**src/gosc_pkg.sv**
```systemverilog
// Package for the group object send configuration block.
// Offsets, fields, reset values and timing counts.
// Assumes a 100 MHz aclk and a 32-bit AXI4-Lite register bus.
package gosc_pkg;

   // ---
   // Register offsets (byte addresses)
   // ---
   localparam logic [7:0] OFS_SIZE_CODE = 8'h00;
   localparam logic [7:0] OFS_COMM_FLAGS = 8'h04;
   localparam logic [7:0] OFS_SEND_COND = 8'h08;
   localparam logic [7:0] OFS_TIMER_TIME = 8'h0c;
   localparam logic [7:0] OFS_VALUE0 = 8'h10;
   localparam logic [7:0] OFS_VALUE3 = 8'h1c;
   localparam logic [7:0] OFS_COMMIT = 8'h20;
   localparam logic [7:0] OFS_STATUS = 8'h24;

   // ---
   // Communication flag fields
   // ---
   localparam int FLAG_UPDATE = 7;
   localparam int FLAG_TRANSMIT = 6;
   localparam int FLAG_WRITE = 4;
   localparam int FLAG_READ = 3;
   localparam int FLAG_COMM = 2;
   localparam int FLAG_PRIO_HI = 1;
   localparam logic [7:0] COMM_FLAGS_RESET = 8'hd3;
   localparam logic [7:0] COMM_FLAGS_MASK = 8'hdf;
   localparam logic [1:0] PRIO_LOW = 2'h3;
   localparam logic [1:0] PRIO_URGENT = 2'h2;
   localparam logic [1:0] PRIO_HIGH = 2'h1;
   localparam logic [1:0] PRIO_SYSTEM = 2'h0;

   // ---
   // Send condition fields
   // ---
   localparam int SEND_ON_RECEIVE = 0;
   localparam int SEND_ON_CHANGE = 1;
   localparam int SEND_ON_RISE = 2;
   localparam int SEND_TIMER_ROLE = 6;
   localparam int SEND_TIME_BASE = 7;
   localparam logic [15:0] SEND_COND_RESET = 16'h0000;
   localparam logic [15:0] SEND_COND_MASK = 16'h00c7;

   // ---
   // Object sizes and status bits
   // ---
   localparam logic [3:0] SIZE_CODE_RESET = 4'h0;
   localparam logic [3:0] SIZE_CODE_ONE_BIT = 4'h0;
   localparam logic [3:0] SIZE_CODE_LAST = 4'he;
   localparam int VALUE_BITS = 128;
   localparam int STAT_TX_BUSY = 0;
   localparam int STAT_RX_TIMEOUT = 1;
   localparam int STAT_BUS_UPDATE = 2;

   // ---
   // Timing
   // ---
   localparam longint CLK_PERIOD_NS = 10;
   localparam longint SECOND_NS = 1000000000;
   localparam int SECOND_CYCLES = int'(SECOND_NS / CLK_PERIOD_NS);
   localparam logic [5:0] SECONDS_PER_MINUTE = 6'h3c;

   typedef enum logic [1:0] {
      RESP_OKAY = 2'h0,
      RESP_SLVERR = 2'h2
   } gosc_resp_type;

endpackage : gosc_pkg

```
**src/gosc_size_decode.sv**
```systemverilog
// Decoder from object size code to value width and storage bytes.
// Pure combinational; fed from a register of the same clock domain.
`timescale 1ns/1ns
module gosc_size_decode (
   input wire logic [3:0] size_code,
   output logic [3:0] store_bytes,
   output logic [6:0] value_bits,
   output logic one_bit,
   output logic illegal
);
   import gosc_pkg::*;

   // ---
   // Code table
   // ---
   // Bit codes keep one byte; octet codes keep that many bytes
   always_comb begin
      illegal = 1'b0;
      value_bits = 7'h08;
      store_bytes = 4'h1;
      unique case (size_code)
         4'h0, 4'h1, 4'h2, 4'h3, 4'h4, 4'h5, 4'h6: begin
            value_bits = 7'(size_code) + 7'h01;
         end
         4'h7: store_bytes = 4'h1;
         4'h8: store_bytes = 4'h2;
         4'h9: store_bytes = 4'h3;
         4'ha: store_bytes = 4'h4;
         4'hb: store_bytes = 4'h6;
         4'hc: store_bytes = 4'h8;
         4'hd: store_bytes = 4'ha;
         4'he: store_bytes = 4'he;
         default: illegal = 1'b1;
      endcase
      if (size_code >= 4'h7 && !illegal) begin
         value_bits = {store_bytes, 3'h0};
      end
      one_bit = (size_code == SIZE_CODE_ONE_BIT);
   end

endmodule : gosc_size_decode

```
**src/gosc_object_timer.sv**
```systemverilog
// Object timer: counts seconds or minutes and pulses at each period end.
// Restart and configuration come from logic on the same clock.
`timescale 1ns/1ns
module gosc_object_timer #(
   parameter int SEC_CYCLES = 100000000
) (
   input wire logic aclk,
   input wire logic aresetn,
   input wire logic [15:0] period,
   input wire logic minutes,
   input wire logic restart,
   output logic expire
);
   import gosc_pkg::*;

   logic [31:0] prescale;
   logic [31:0] next_prescale;
   logic [5:0] seconds;
   logic [5:0] next_seconds;
   logic [15:0] units;
   logic [15:0] next_units;
   logic next_expire;
   logic sec_tick;
   logic unit_tick;
   logic active;

   // ---
   // Counting chain
   // ---
   // A zero period holds the whole chain cleared
   always_comb begin
      active = (period != 16'h0000);
      sec_tick = (prescale == 32'(SEC_CYCLES - 1));
      unit_tick = sec_tick && (!minutes || seconds == SECONDS_PER_MINUTE - 6'h01);
      next_prescale = sec_tick ? 32'h0 : prescale + 32'h1;
      next_seconds = seconds;
      if (sec_tick) begin
         next_seconds = (unit_tick || !minutes) ? 6'h00 : seconds + 6'h01;
      end
      next_units = units;
      next_expire = 1'b0;
      if (unit_tick) begin
         if (units + 16'h0001 >= period) begin
            next_units = 16'h0000;
            next_expire = 1'b1;
         end else begin
            next_units = units + 16'h0001;
         end
      end
      if (!active || restart) begin
         next_prescale = 32'h0;
         next_seconds = 6'h00;
         next_units = 16'h0000;
         next_expire = 1'b0;
      end
   end

   always_ff @(posedge aclk) begin
      if (!aresetn) begin
         prescale <= 32'h0;
         seconds <= 6'h00;
         units <= 16'h0000;
         expire <= 1'b0;
      end else begin
         prescale <= next_prescale;
         seconds <= next_seconds;
         units <= next_units;
         expire <= next_expire;
      end
   end

endmodule : gosc_object_timer

```
**src/gosc_group_object.sv**
```systemverilog
// One group communication object with its send configuration.
// AXI4-Lite slave for the IP host; plain same-clock ports toward the bus side.
// Bus-side pulses last one aclk cycle.
//
// Notes on behaviour
// - Size code sets value width and bytes
// - Flags: update7 transmit6 write4 read3 comm2 prio
// - Priority 3 low, 2 urgent, 1 high, 0 system
// - Communication only while comm enable set
// - Bus reads answered only with read enable
// - Bus writes accepted only with write enable
// - Transmit only with transmit enable set
// - Update flag: read responses overwrite stored value
// - Flags reset to 0xd3
// - Bit 0: send on every IP value
// - Bit 1, multi-bit: send when value differs
// - Bit 1, one-bit: send on falling edge
// - Bit 2, one-bit: send on rising edge
// - Bit 6 picks send or receive timer
// - Bit 7 picks seconds or minutes base
// - Timer runs only with nonzero time
//
// Design decisions made here: the AXI4-Lite slave port and the register addresses.
`timescale 1ns/1ns
module gosc_group_object #(
   parameter int SEC_CYCLES = gosc_pkg::SECOND_CYCLES
) (
   input wire logic aclk,
   input wire logic aresetn,
   input wire logic [7:0] s_axi_awaddr,
   input wire logic s_axi_awvalid,
   output logic s_axi_awready,
   input wire logic [31:0] s_axi_wdata,
   input wire logic [3:0] s_axi_wstrb,
   input wire logic s_axi_wvalid,
   output logic s_axi_wready,
   output logic [1:0] s_axi_bresp,
   output logic s_axi_bvalid,
   input wire logic s_axi_bready,
   input wire logic [7:0] s_axi_araddr,
   input wire logic s_axi_arvalid,
   output logic s_axi_arready,
   output logic [31:0] s_axi_rdata,
   output logic [1:0] s_axi_rresp,
   output logic s_axi_rvalid,
   input wire logic s_axi_rready,
   output logic bus_tx_req,
   output logic [gosc_pkg::VALUE_BITS-1:0] bus_tx_value,
   output logic [1:0] bus_tx_priority,
   input wire logic bus_tx_ack,
   input wire logic bus_write_valid,
   input wire logic bus_resp_valid,
   input wire logic [gosc_pkg::VALUE_BITS-1:0] bus_rx_value,
   input wire logic bus_read_req,
   output logic bus_read_resp_valid,
   output logic [gosc_pkg::VALUE_BITS-1:0] bus_read_resp_value
);
   import gosc_pkg::*;

   typedef enum logic {TX_IDLE, TX_SEND} gosc_tx_type;

   // ---
   // Declarations
   // ---
   logic aw_full, next_aw_full, w_full, next_w_full;
   logic [7:0] aw_addr, next_aw_addr;
   logic [31:0] w_data, next_w_data;
   logic [3:0] w_strb, next_w_strb;
   logic bvalid, next_bvalid, rvalid, next_rvalid;
   logic [1:0] bresp, next_bresp, rresp, next_rresp;
   logic [31:0] rdata, next_rdata;
   logic [3:0] object_size_code, next_object_size_code;
   logic [7:0] object_comm_flags, next_object_comm_flags;
   logic [15:0] object_send_conditions, next_object_send_conditions;
   logic [15:0] timer_time, next_timer_time;
   logic [VALUE_BITS-1:0] staged, next_staged, obj_value, next_obj_value;
   logic rx_timeout, next_rx_timeout, bus_update, next_bus_update;
   gosc_tx_type tx_state, next_tx_state;
   logic [VALUE_BITS-1:0] tx_value, next_tx_value, rd_value, next_rd_value;
   logic rd_valid, next_rd_valid;
   logic [3:0] store_bytes;
   logic [6:0] value_bits;
   logic one_bit, size_illegal;
   logic do_write, commit, cfg_write, wr_hit;
   logic [VALUE_BITS-1:0] value_mask, new_value;
   logic comm_en, tx_en, trig_ip, trig_timer, trigger, take_bus, take_resp;
   logic timer_expire, timer_restart, recv_timer;
   logic [1:0] widx, ridx;

   // Byte-lane merge of a write into a register word
   function automatic logic [31:0] merge(input logic [31:0] old, input logic [31:0] data,
                                         input logic [3:0] strb);
      logic [31:0] res;
      res = old;
      for (int i = 0; i < 4; i++) begin
         if (strb[i]) begin
            res[i*8 +: 8] = data[i*8 +: 8];
         end
      end
      return res;
   endfunction : merge

   // ---
   // Size decode and timer
   // ---
   // size code decode
   gosc_size_decode u_size (
      .size_code(object_size_code),
      .store_bytes(store_bytes),
      .value_bits(value_bits),
      .one_bit(one_bit),
      .illegal(size_illegal)
   );

   gosc_object_timer #(
      .SEC_CYCLES(SEC_CYCLES)
   ) u_timer (
      .aclk(aclk),
      .aresetn(aresetn),
      .period(timer_time),
      .minutes(object_send_conditions[SEND_TIME_BASE]),
      .restart(timer_restart),
      .expire(timer_expire)
   );

   // ---
   // AXI4-Lite slave
   // ---
   // Address and data are held apart so either may arrive first
   assign s_axi_awready = !aw_full && !bvalid;
   assign s_axi_wready = !w_full && !bvalid;
   assign s_axi_arready = !rvalid;
   assign s_axi_bvalid = bvalid;
   assign s_axi_bresp = bresp;
   assign s_axi_rvalid = rvalid;
   assign s_axi_rresp = rresp;
   assign s_axi_rdata = rdata;

   always_comb begin
      next_aw_full = aw_full;
      next_aw_addr = aw_addr;
      next_w_full = w_full;
      next_w_data = w_data;
      next_w_strb = w_strb;
      next_bvalid = bvalid;
      next_bresp = bresp;
      if (s_axi_awvalid && s_axi_awready) begin
         next_aw_full = 1'b1;
         next_aw_addr = s_axi_awaddr;
      end
      if (s_axi_wvalid && s_axi_wready) begin
         next_w_full = 1'b1;
         next_w_data = s_axi_wdata;
         next_w_strb = s_axi_wstrb;
      end
      do_write = aw_full && w_full && !bvalid;
      wr_hit = (aw_addr[1:0] == 2'h0) && (aw_addr <= OFS_STATUS);
      if (do_write) begin
         next_aw_full = 1'b0;
         next_w_full = 1'b0;
         next_bvalid = 1'b1;
         next_bresp = wr_hit ? RESP_OKAY : RESP_SLVERR;
      end
      if (bvalid && s_axi_bready) begin
         next_bvalid = 1'b0;
      end
   end

   // Read data is the block's live state; unmapped words answer an error
   always_comb begin
      next_rvalid = rvalid;
      next_rdata = rdata;
      next_rresp = rresp;
      ridx = s_axi_araddr[3:2];
      if (s_axi_arvalid && s_axi_arready) begin
         next_rvalid = 1'b1;
         next_rresp = RESP_OKAY;
         next_rdata = 32'h0;
         if (s_axi_araddr == OFS_SIZE_CODE) begin
            next_rdata = {11'h0, size_illegal, 3'h0, one_bit, 1'b0, value_bits,
                          store_bytes, object_size_code};
         end else if (s_axi_araddr == OFS_COMM_FLAGS) begin
            next_rdata = {24'h0, object_comm_flags};
         end else if (s_axi_araddr == OFS_SEND_COND) begin
            next_rdata = {16'h0, object_send_conditions};
         end else if (s_axi_araddr == OFS_TIMER_TIME) begin
            next_rdata = {16'h0, timer_time};
         end else if (s_axi_araddr >= OFS_VALUE0 && s_axi_araddr <= OFS_VALUE3
                      && s_axi_araddr[1:0] == 2'h0) begin
            next_rdata = obj_value[ridx*32 +: 32];
         end else if (s_axi_araddr == OFS_COMMIT) begin
            next_rdata = 32'h0;
         end else if (s_axi_araddr == OFS_STATUS) begin
            next_rdata = {29'h0, bus_update, rx_timeout, tx_state == TX_SEND};
         end else begin
            next_rresp = RESP_SLVERR;
         end
      end
      if (rvalid && s_axi_rready) begin
         next_rvalid = 1'b0;
      end
   end

   always_ff @(posedge aclk) begin
      if (!aresetn) begin
         aw_full <= 1'b0;
         aw_addr <= 8'h00;
         w_full <= 1'b0;
         w_data <= 32'h0;
         w_strb <= 4'h0;
         bvalid <= 1'b0;
         bresp <= RESP_OKAY;
         rvalid <= 1'b0;
         rdata <= 32'h0;
         rresp <= RESP_OKAY;
      end else begin
         aw_full <= next_aw_full;
         aw_addr <= next_aw_addr;
         w_full <= next_w_full;
         w_data <= next_w_data;
         w_strb <= next_w_strb;
         bvalid <= next_bvalid;
         bresp <= next_bresp;
         rvalid <= next_rvalid;
         rdata <= next_rdata;
         rresp <= next_rresp;
      end
   end

   // ---
   // Configuration registers and object value
   // ---
   always_comb begin
      widx = aw_addr[3:2];
      value_mask = ~({VALUE_BITS{1'b1}} << value_bits);
      comm_en = object_comm_flags[FLAG_COMM];
      tx_en = object_comm_flags[FLAG_TRANSMIT];
      next_object_size_code = object_size_code;
      next_object_comm_flags = object_comm_flags;
      next_object_send_conditions = object_send_conditions;
      next_timer_time = timer_time;
      next_staged = staged;
      commit = 1'b0;
      cfg_write = 1'b0;
      if (do_write) begin
         if (aw_addr == OFS_SIZE_CODE) begin
            next_object_size_code = w_strb[0] ? w_data[3:0] : object_size_code;
         end else if (aw_addr == OFS_COMM_FLAGS) begin
            // flag layout, unused bit 5 held zero
            next_object_comm_flags = merge({24'h0, object_comm_flags}, w_data, w_strb)
                                     [7:0] & COMM_FLAGS_MASK;
         end else if (aw_addr == OFS_SEND_COND) begin
            next_object_send_conditions = merge({16'h0, object_send_conditions}, w_data,
                                          w_strb)[15:0] & SEND_COND_MASK;
            cfg_write = 1'b1;
         end else if (aw_addr == OFS_TIMER_TIME) begin
            next_timer_time = merge({16'h0, timer_time}, w_data, w_strb)[15:0];
            cfg_write = 1'b1;
         end else if (aw_addr >= OFS_VALUE0 && aw_addr <= OFS_VALUE3) begin
            next_staged[widx*32 +: 32] = merge(staged[widx*32 +: 32], w_data, w_strb);
         end else if (aw_addr == OFS_COMMIT) begin
            commit = 1'b1;
         end
      end
      new_value = staged & value_mask;
      take_bus = bus_write_valid && comm_en && object_comm_flags[FLAG_WRITE];
      take_resp = bus_resp_valid && comm_en && object_comm_flags[FLAG_UPDATE];
      next_obj_value = obj_value;
      if (commit) begin
         next_obj_value = new_value;
      end else if (take_bus || take_resp) begin
         next_obj_value = bus_rx_value & value_mask;
      end
   end

   always_ff @(posedge aclk) begin
      if (!aresetn) begin
         object_size_code <= SIZE_CODE_RESET;
         object_comm_flags <= COMM_FLAGS_RESET;
         object_send_conditions <= SEND_COND_RESET;
         timer_time <= 16'h0000;
         staged <= '0;
         obj_value <= '0;
      end else begin
         object_size_code <= next_object_size_code;
         object_comm_flags <= next_object_comm_flags;
         object_send_conditions <= next_object_send_conditions;
         timer_time <= next_timer_time;
         staged <= next_staged;
         obj_value <= next_obj_value;
      end
   end

   // ---
   // Send conditions and transmit handshake
   // ---
   // A trigger while a send is pending is dropped; the bus sees one telegram
   always_comb begin
      recv_timer = object_send_conditions[SEND_TIMER_ROLE];
      trig_ip = 1'b0;
      if (commit) begin
         if (object_send_conditions[SEND_ON_RECEIVE]) begin
            trig_ip = 1'b1;
         end
         if (one_bit) begin
            if (object_send_conditions[SEND_ON_CHANGE] && obj_value[0] && !new_value[0]) begin
               trig_ip = 1'b1;
            end
            if (object_send_conditions[SEND_ON_RISE] && !obj_value[0] && new_value[0]) begin
               trig_ip = 1'b1;
            end
         end else if (object_send_conditions[SEND_ON_CHANGE] && new_value != obj_value) begin
            trig_ip = 1'b1;
         end
      end
      trig_timer = timer_expire && !recv_timer;
      trigger = (trig_ip || trig_timer) && comm_en && tx_en;
      next_tx_state = tx_state;
      next_tx_value = tx_value;
      unique case (tx_state)
         TX_IDLE: begin
            if (trigger) begin
               next_tx_state = TX_SEND;
               next_tx_value = next_obj_value;
            end
         end
         TX_SEND: begin
            if (bus_tx_ack) begin
               next_tx_state = TX_IDLE;
            end
         end
      endcase
   end

   // ---
   // Timer restart, sticky status and bus reads
   // ---
   always_comb begin
      // zero time keeps timer idle inside the timer; restart on new setup
      timer_restart = cfg_write || (recv_timer && (take_bus || take_resp));
      next_rx_timeout = rx_timeout;
      next_bus_update = bus_update;
      if (do_write && aw_addr == OFS_STATUS && w_strb[0]) begin
         next_rx_timeout = rx_timeout && !w_data[STAT_RX_TIMEOUT];
         next_bus_update = bus_update && !w_data[STAT_BUS_UPDATE];
      end
      if (timer_expire && recv_timer) begin
         next_rx_timeout = 1'b1;
      end
      if (take_bus || take_resp) begin
         next_bus_update = 1'b1;
      end
      next_rd_valid = bus_read_req && comm_en && object_comm_flags[FLAG_READ];
      next_rd_value = next_rd_valid ? obj_value : rd_value;
   end

   always_ff @(posedge aclk) begin
      if (!aresetn) begin
         tx_state <= TX_IDLE;
         tx_value <= '0;
         rx_timeout <= 1'b0;
         bus_update <= 1'b0;
         rd_valid <= 1'b0;
         rd_value <= '0;
      end else begin
         tx_state <= next_tx_state;
         tx_value <= next_tx_value;
         rx_timeout <= next_rx_timeout;
         bus_update <= next_bus_update;
         rd_valid <= next_rd_valid;
         rd_value <= next_rd_value;
      end
   end

   // Priority goes out as configured; system code is software's concern
   assign bus_tx_req = (tx_state == TX_SEND);
   assign bus_tx_value = tx_value;
   assign bus_tx_priority = object_comm_flags[FLAG_PRIO_HI:0];
   assign bus_read_resp_valid = rd_valid;
   assign bus_read_resp_value = rd_value;

endmodule : gosc_group_object

```
**config.mk**
```make
export PLATFORM = sky130hd
export DESIGN_NAME = gosc_group_object
export DESIGN_NICKNAME = d
export VERILOG_FILES = /design/src/gosc_pkg.sv /design/src/gosc_size_decode.sv /design/src/gosc_object_timer.sv /design/src/gosc_group_object.sv
export SDC_FILE = /design/constraint.sdc
export NUM_CORES = 2
export LEC_CHECK = 0
export ABC_AREA = 1
export BUFFER_PORTS_ARGS = -buffer_cell sky130_fd_sc_hd__buf_2
export CAP_MARGIN = 20
export CELL_PAD_IN_SITES_DETAIL_PLACEMENT = 1
export CELL_PAD_IN_SITES_GLOBAL_PLACEMENT = 1
export CORE_ASPECT_RATIO = 1.25
export CORE_UTILIZATION = 37
export CTS_CLUSTER_SIZE = 20
export DETAILED_ROUTE_END_ITERATION = 8
export PLACE_DENSITY_LB_ADDON = 0.1
export SLEW_MARGIN = 20
export SYNTH_ARGS = -nofsm -noshare
export SYNTH_HDL_FRONTEND = slang
export SYNTH_HIERARCHICAL = 1
export SYNTH_SLANG_ARGS = --single-unit
export TNS_END_PERCENT = 10
```
**constraint.sdc**
```tcl
create_clock -name aclk -period 3.53 [get_ports aclk]
set_clock_uncertainty 0.1 [all_clocks]
set_input_delay 0.706 -clock aclk [delete_from_list [all_inputs] [get_ports aclk]]
set_output_delay 0.706 -clock aclk [all_outputs]
set_load 0.1 [all_outputs]
```
==> results.py <==
metrics = {
    "route": {
        "wl_mm": 193,
        "post_drt_wl_per_cell_um": 26.2,
        "drc": 0,
        "met2_length_mm": 91.1,
        "wl_met3_mm": 12.0,
        "drtIter0Drc": 3667,
        "met1Wirelength_mm": 75.9,
        "top_layer_used": "met5",
        "dr.pass1.iters": 6,
        "vias_per_cell": 5.67,
        "vias": 41700,
        "ant_nets": 0,
    },
    "run": {
        "maxCapViolCount": 0,
    },
    "clock_tree": {
        "clock_sinks": 685,
        "clock_latency_ns": 0.67,
        "clock_path_buffers": 3,
        "path_clk_slew_ns": 0.06,
        "hold_buffers": 0,
        "htree_levels": 3,
        "cts_tree": "built",
        "clockRootBuffer": "clkbuf_16",
        "cts_buffers": 77,
    },
    "worst_setup_path": {
        "crit_fanout": 9,
        "rrSetupSlack_ns": -0.98,
        "crit_path_start": "object_size_code[1]$_SDFFE_PN0P_",
        "worstReg2RegStart": "object_size_code[1]$_SDFFE_PN0P_",
        "worstPathRequired_ns": 3.96,
        "start_kind": "flop",
        "cpPeakStageDelay_ns": 0.37,
        "crit_path_top_delay_cell": "dfxtp_4",
        "cp_common_cell": "nand2_2",
        "cp.arrival_ns": 4.95,
        "worstRegToRegCells": 35,
        "end_kind": "flop",
        "worst_r2r_endpoint": "bus_tx_value[8]$_SDFFE_PN0P_",
        "worstSetupPathType": "flop to flop",
    },
    "power_and_ir_drop": {
        "vdd_ir_drop_max_uv": 380,
        "internal-power_mw": 13.0,
        "power.density_nw_per_um2": 379,
        "p_sw_frac": 0.273,
        "p_switching_mw": 4.86,
        "clockPowerShare": 0.464,
        "p_leak_nw": 19.7,
        "p_comb_frac": 0.093,
        "seqPwrFrac": 0.443,
    },
    "synth": {
        "synth_top_area_frac": 0.389,
        "synth_area_leaders": "dfxtp_1, nand2_1, o21ai_0",
        "syn_inst": 5239,
        "ys_seq_area_frac": 0.389,
        "async_flop_share": 0,
        "ys.flop_type": "dfxtp_1",
        "ys_seq_elements": 685,
        "syn_area_um2": 35200,
        "ys_types": 53,
        "yosysWarningCount": 6,
        "synth_edf_count": 0,
        "postSynthAreaPerCell_um2": 6.72,
        "synth_area_leader_cell": "dfxtp_1",
    },
    "grt": {
        "antenna_found_initial": 5,
        "track_usage": 0.383,
        "grt_max_degree": 162,
        "grt_pass1_wl_mm": 274,
        "grt_pass1_vias": 40900,
        "overflow": 0,
    },
    "sta": {
        "worst_pin_slew_ns": 0.861,
        "fin_crit_ns": 4.51,
        "hold_ws_ns": 0.150,
        "period_share": 1.28,
        "grt_setup_unrepaired": "yes",
        "slew_headroom": 0.426,
        "max_freq_mhz": 222,
        "setup_violations": 129,
        "tns_ns": -115.75,
        "final_max_slew_viol_count": 0,
        "hold_viol_final": 0,
        "finalWorstSetupSlack_ns": -0.982,
    },
    "outcome": {
        "status": "finished with violations",
        "violations": "negative setup slack",
    },
    "finish": {
        "drive_gt1_frac": 0.249,
        "utilization": 0.498,
        "instances_no_fill": 7349,
        "nFillCells": 12100,
        "mostFrequentLayoutCells": "nand2_1, dfxtp_1, nor2_1",
        "fin_nets": 6297,
        "layout_commonest_cell": "nand2_1",
        "area_growth_pct": 33.5,
    },
    "die": {
        "dieWidth_um": 278,
        "initial_core_util": 0.373,
        "die_y_um": 347,
        "core_um2": 94400,
        "rows": 126,
        "ioPinCount": 492,
        "die_area_um2": 96500,
    },
    "placement": {
        "dp.final_hpwl_mm": 145,
        "pre_cts_slack_ns": -1.45,
        "gp_congestion": 1.05,
        "io_buffers": 488,
        "numPlacedInstances": 7149,
    },
    "worst_hold_path": {
        "worstHoldStart": "s_axi_bready",
        "hold_path.class": "primary input to flop",
        "hold_path_depth": 2,
        "whs_endpoint": "s_axi_bvalid$_SDFFE_PP0P_",
    },
}
[final cells by class]
class / count / area [um^2] / share of cell area
Tap cell: 1216 / 1520 / 0.0323
Clock buffer: 117 / 2290 / 0.0487
Timing Repair Buffer: 1110 / 8270 / 0.176
Sequential cell: 685 / 13700 / 0.292
Clock inverter: 18 / 220 / 0.00468
Multi-Input combinational cell: 3694 / 19100 / 0.406
Antenna cell: 2 / 5.00 / 0.000106
Inverter: 507 / 1930 / 0.0411
[flip-flops by register name (all words and copies together) (netlist names), 5 cells and up]
signal                  flops
aw_addr                     8
u_timer/units              16
staged                    128
w_data                     32
bus_read_resp_value       128
s_axi_rdata                32
timer_time                 16
object_comm_flags           7
bus_tx_value              128
object_send_conditions      5
u_timer/prescale           32
u_timer/seconds             6
obj_value                 128
[synthesized netlist by cell type (3+ instances only)]
cell type	number
buf_4	18
a32oi_1	32
nand3b_1	40
nor2_2	17
nand2_1	957
nand2_4	4
buf_6	21
clkbuf_1	261
a211oi_1	41
clkinv_1	12
buf_2	39
nand3_1	463
o2111ai_1	14
inv_2	11
o21ai_1	3
xor2_1	23
a21oi_1	470
a221oi_1	9
inv_1	483
a31oi_1	41
a21oi_2	3
o21bai_1	5
dfxtp_1	685
ha_1	31
nor3_1	21
o21ai_0	569
nand4_1	181
nand3_2	3
o211ai_1	44
nand2_2	27
xnor2_1	5
nor2_1	621
buf_1	17
nor2_4	14
o22ai_1	22
a22oi_1	9
[timing repair]
| item | 4_1_cts | 5_1_grt |
|---|---|---|
| endpoints found under the setup margin | 136 | 130 |
| resized for setup | 241 | 90 |
| setup buffers | 30 | 9 |
| pin swaps | 44 | 57 |
| cloned | 11 | 15 |
[worst max path at each step]
stage / to / cells after the start
CTS: bus_tx_value[123]$_SDFFE_PN0P_ / 36
global placement: bus_tx_value[51]$_SDFFE_PN0P_ / 32
floorplan: bus_tx_value[10]$_SDFFE_PN0P_ / 32
finish: bus_tx_value[8]$_SDFFE_PN0P_ / 35
global route: bus_tx_value[51]$_SDFFE_PN0P_ / 36
detailed placement: bus_tx_value[40]$_SDFFE_PN0P_ / 31
[per-layer routing]
metal  global-route usage  up-vias
li1                     -    19200
met1                0.448    20500
met2                0.646     1473
met3               0.0684      452
met4                0.237        4
met5                    0        -
[power groups by stage]
stage	Clock [mW]	Combinational, mW	Sequential (mW)
after floorplan	0	0.810	8.11
final	8.28	1.67	7.90
after detailed placement	0	1.58	8.07
after global placement	0	1.57	8.07
after global routing	8.65	1.77	7.90
after CTS	8.36	1.62	7.90
[worst max-delay path: cells and delay by family (launching register included)]
| kind | cells | cell delay, ns |
|---|---|---|
| AO/OA/AOI/OAI | 2 | 0.30 |
| buffers and inverters | 9 | 1.28 |
| adder cells (fa/ha/maj) | 1 | 0.15 |
| flip-flops | 1 | 0.37 |
| AND/OR/NAND/NOR | 23 | 2.11 |
[cells by family after synthesis]
| logic type | synth area share |
|---|---|
| other | 0.000106 |
| DFF | 0.389 |
| AOI/OAI and AO/OA | 0.197 |
| adders and majority gates | 0.0110 |
| buffers and inverters | 0.0998 |
| and+or+nand+nor | 0.296 |
| xor gates and xnor gates | 0.00696 |
[metrics by stage]
| stage | total power [mW] | cell area, um^2 |
|---|---|---|
| final | 17.8 | 47000 |
| after global placement | 9.64 | 42300 |
| after detailed placement | 9.65 | 42300 |
| after global routing | 18.3 | 47000 |
| after floorplan | 8.92 | 35200 |
| after CTS | 17.9 | 46300 |
Note: power is estimated with default switching activity, not from simulation.
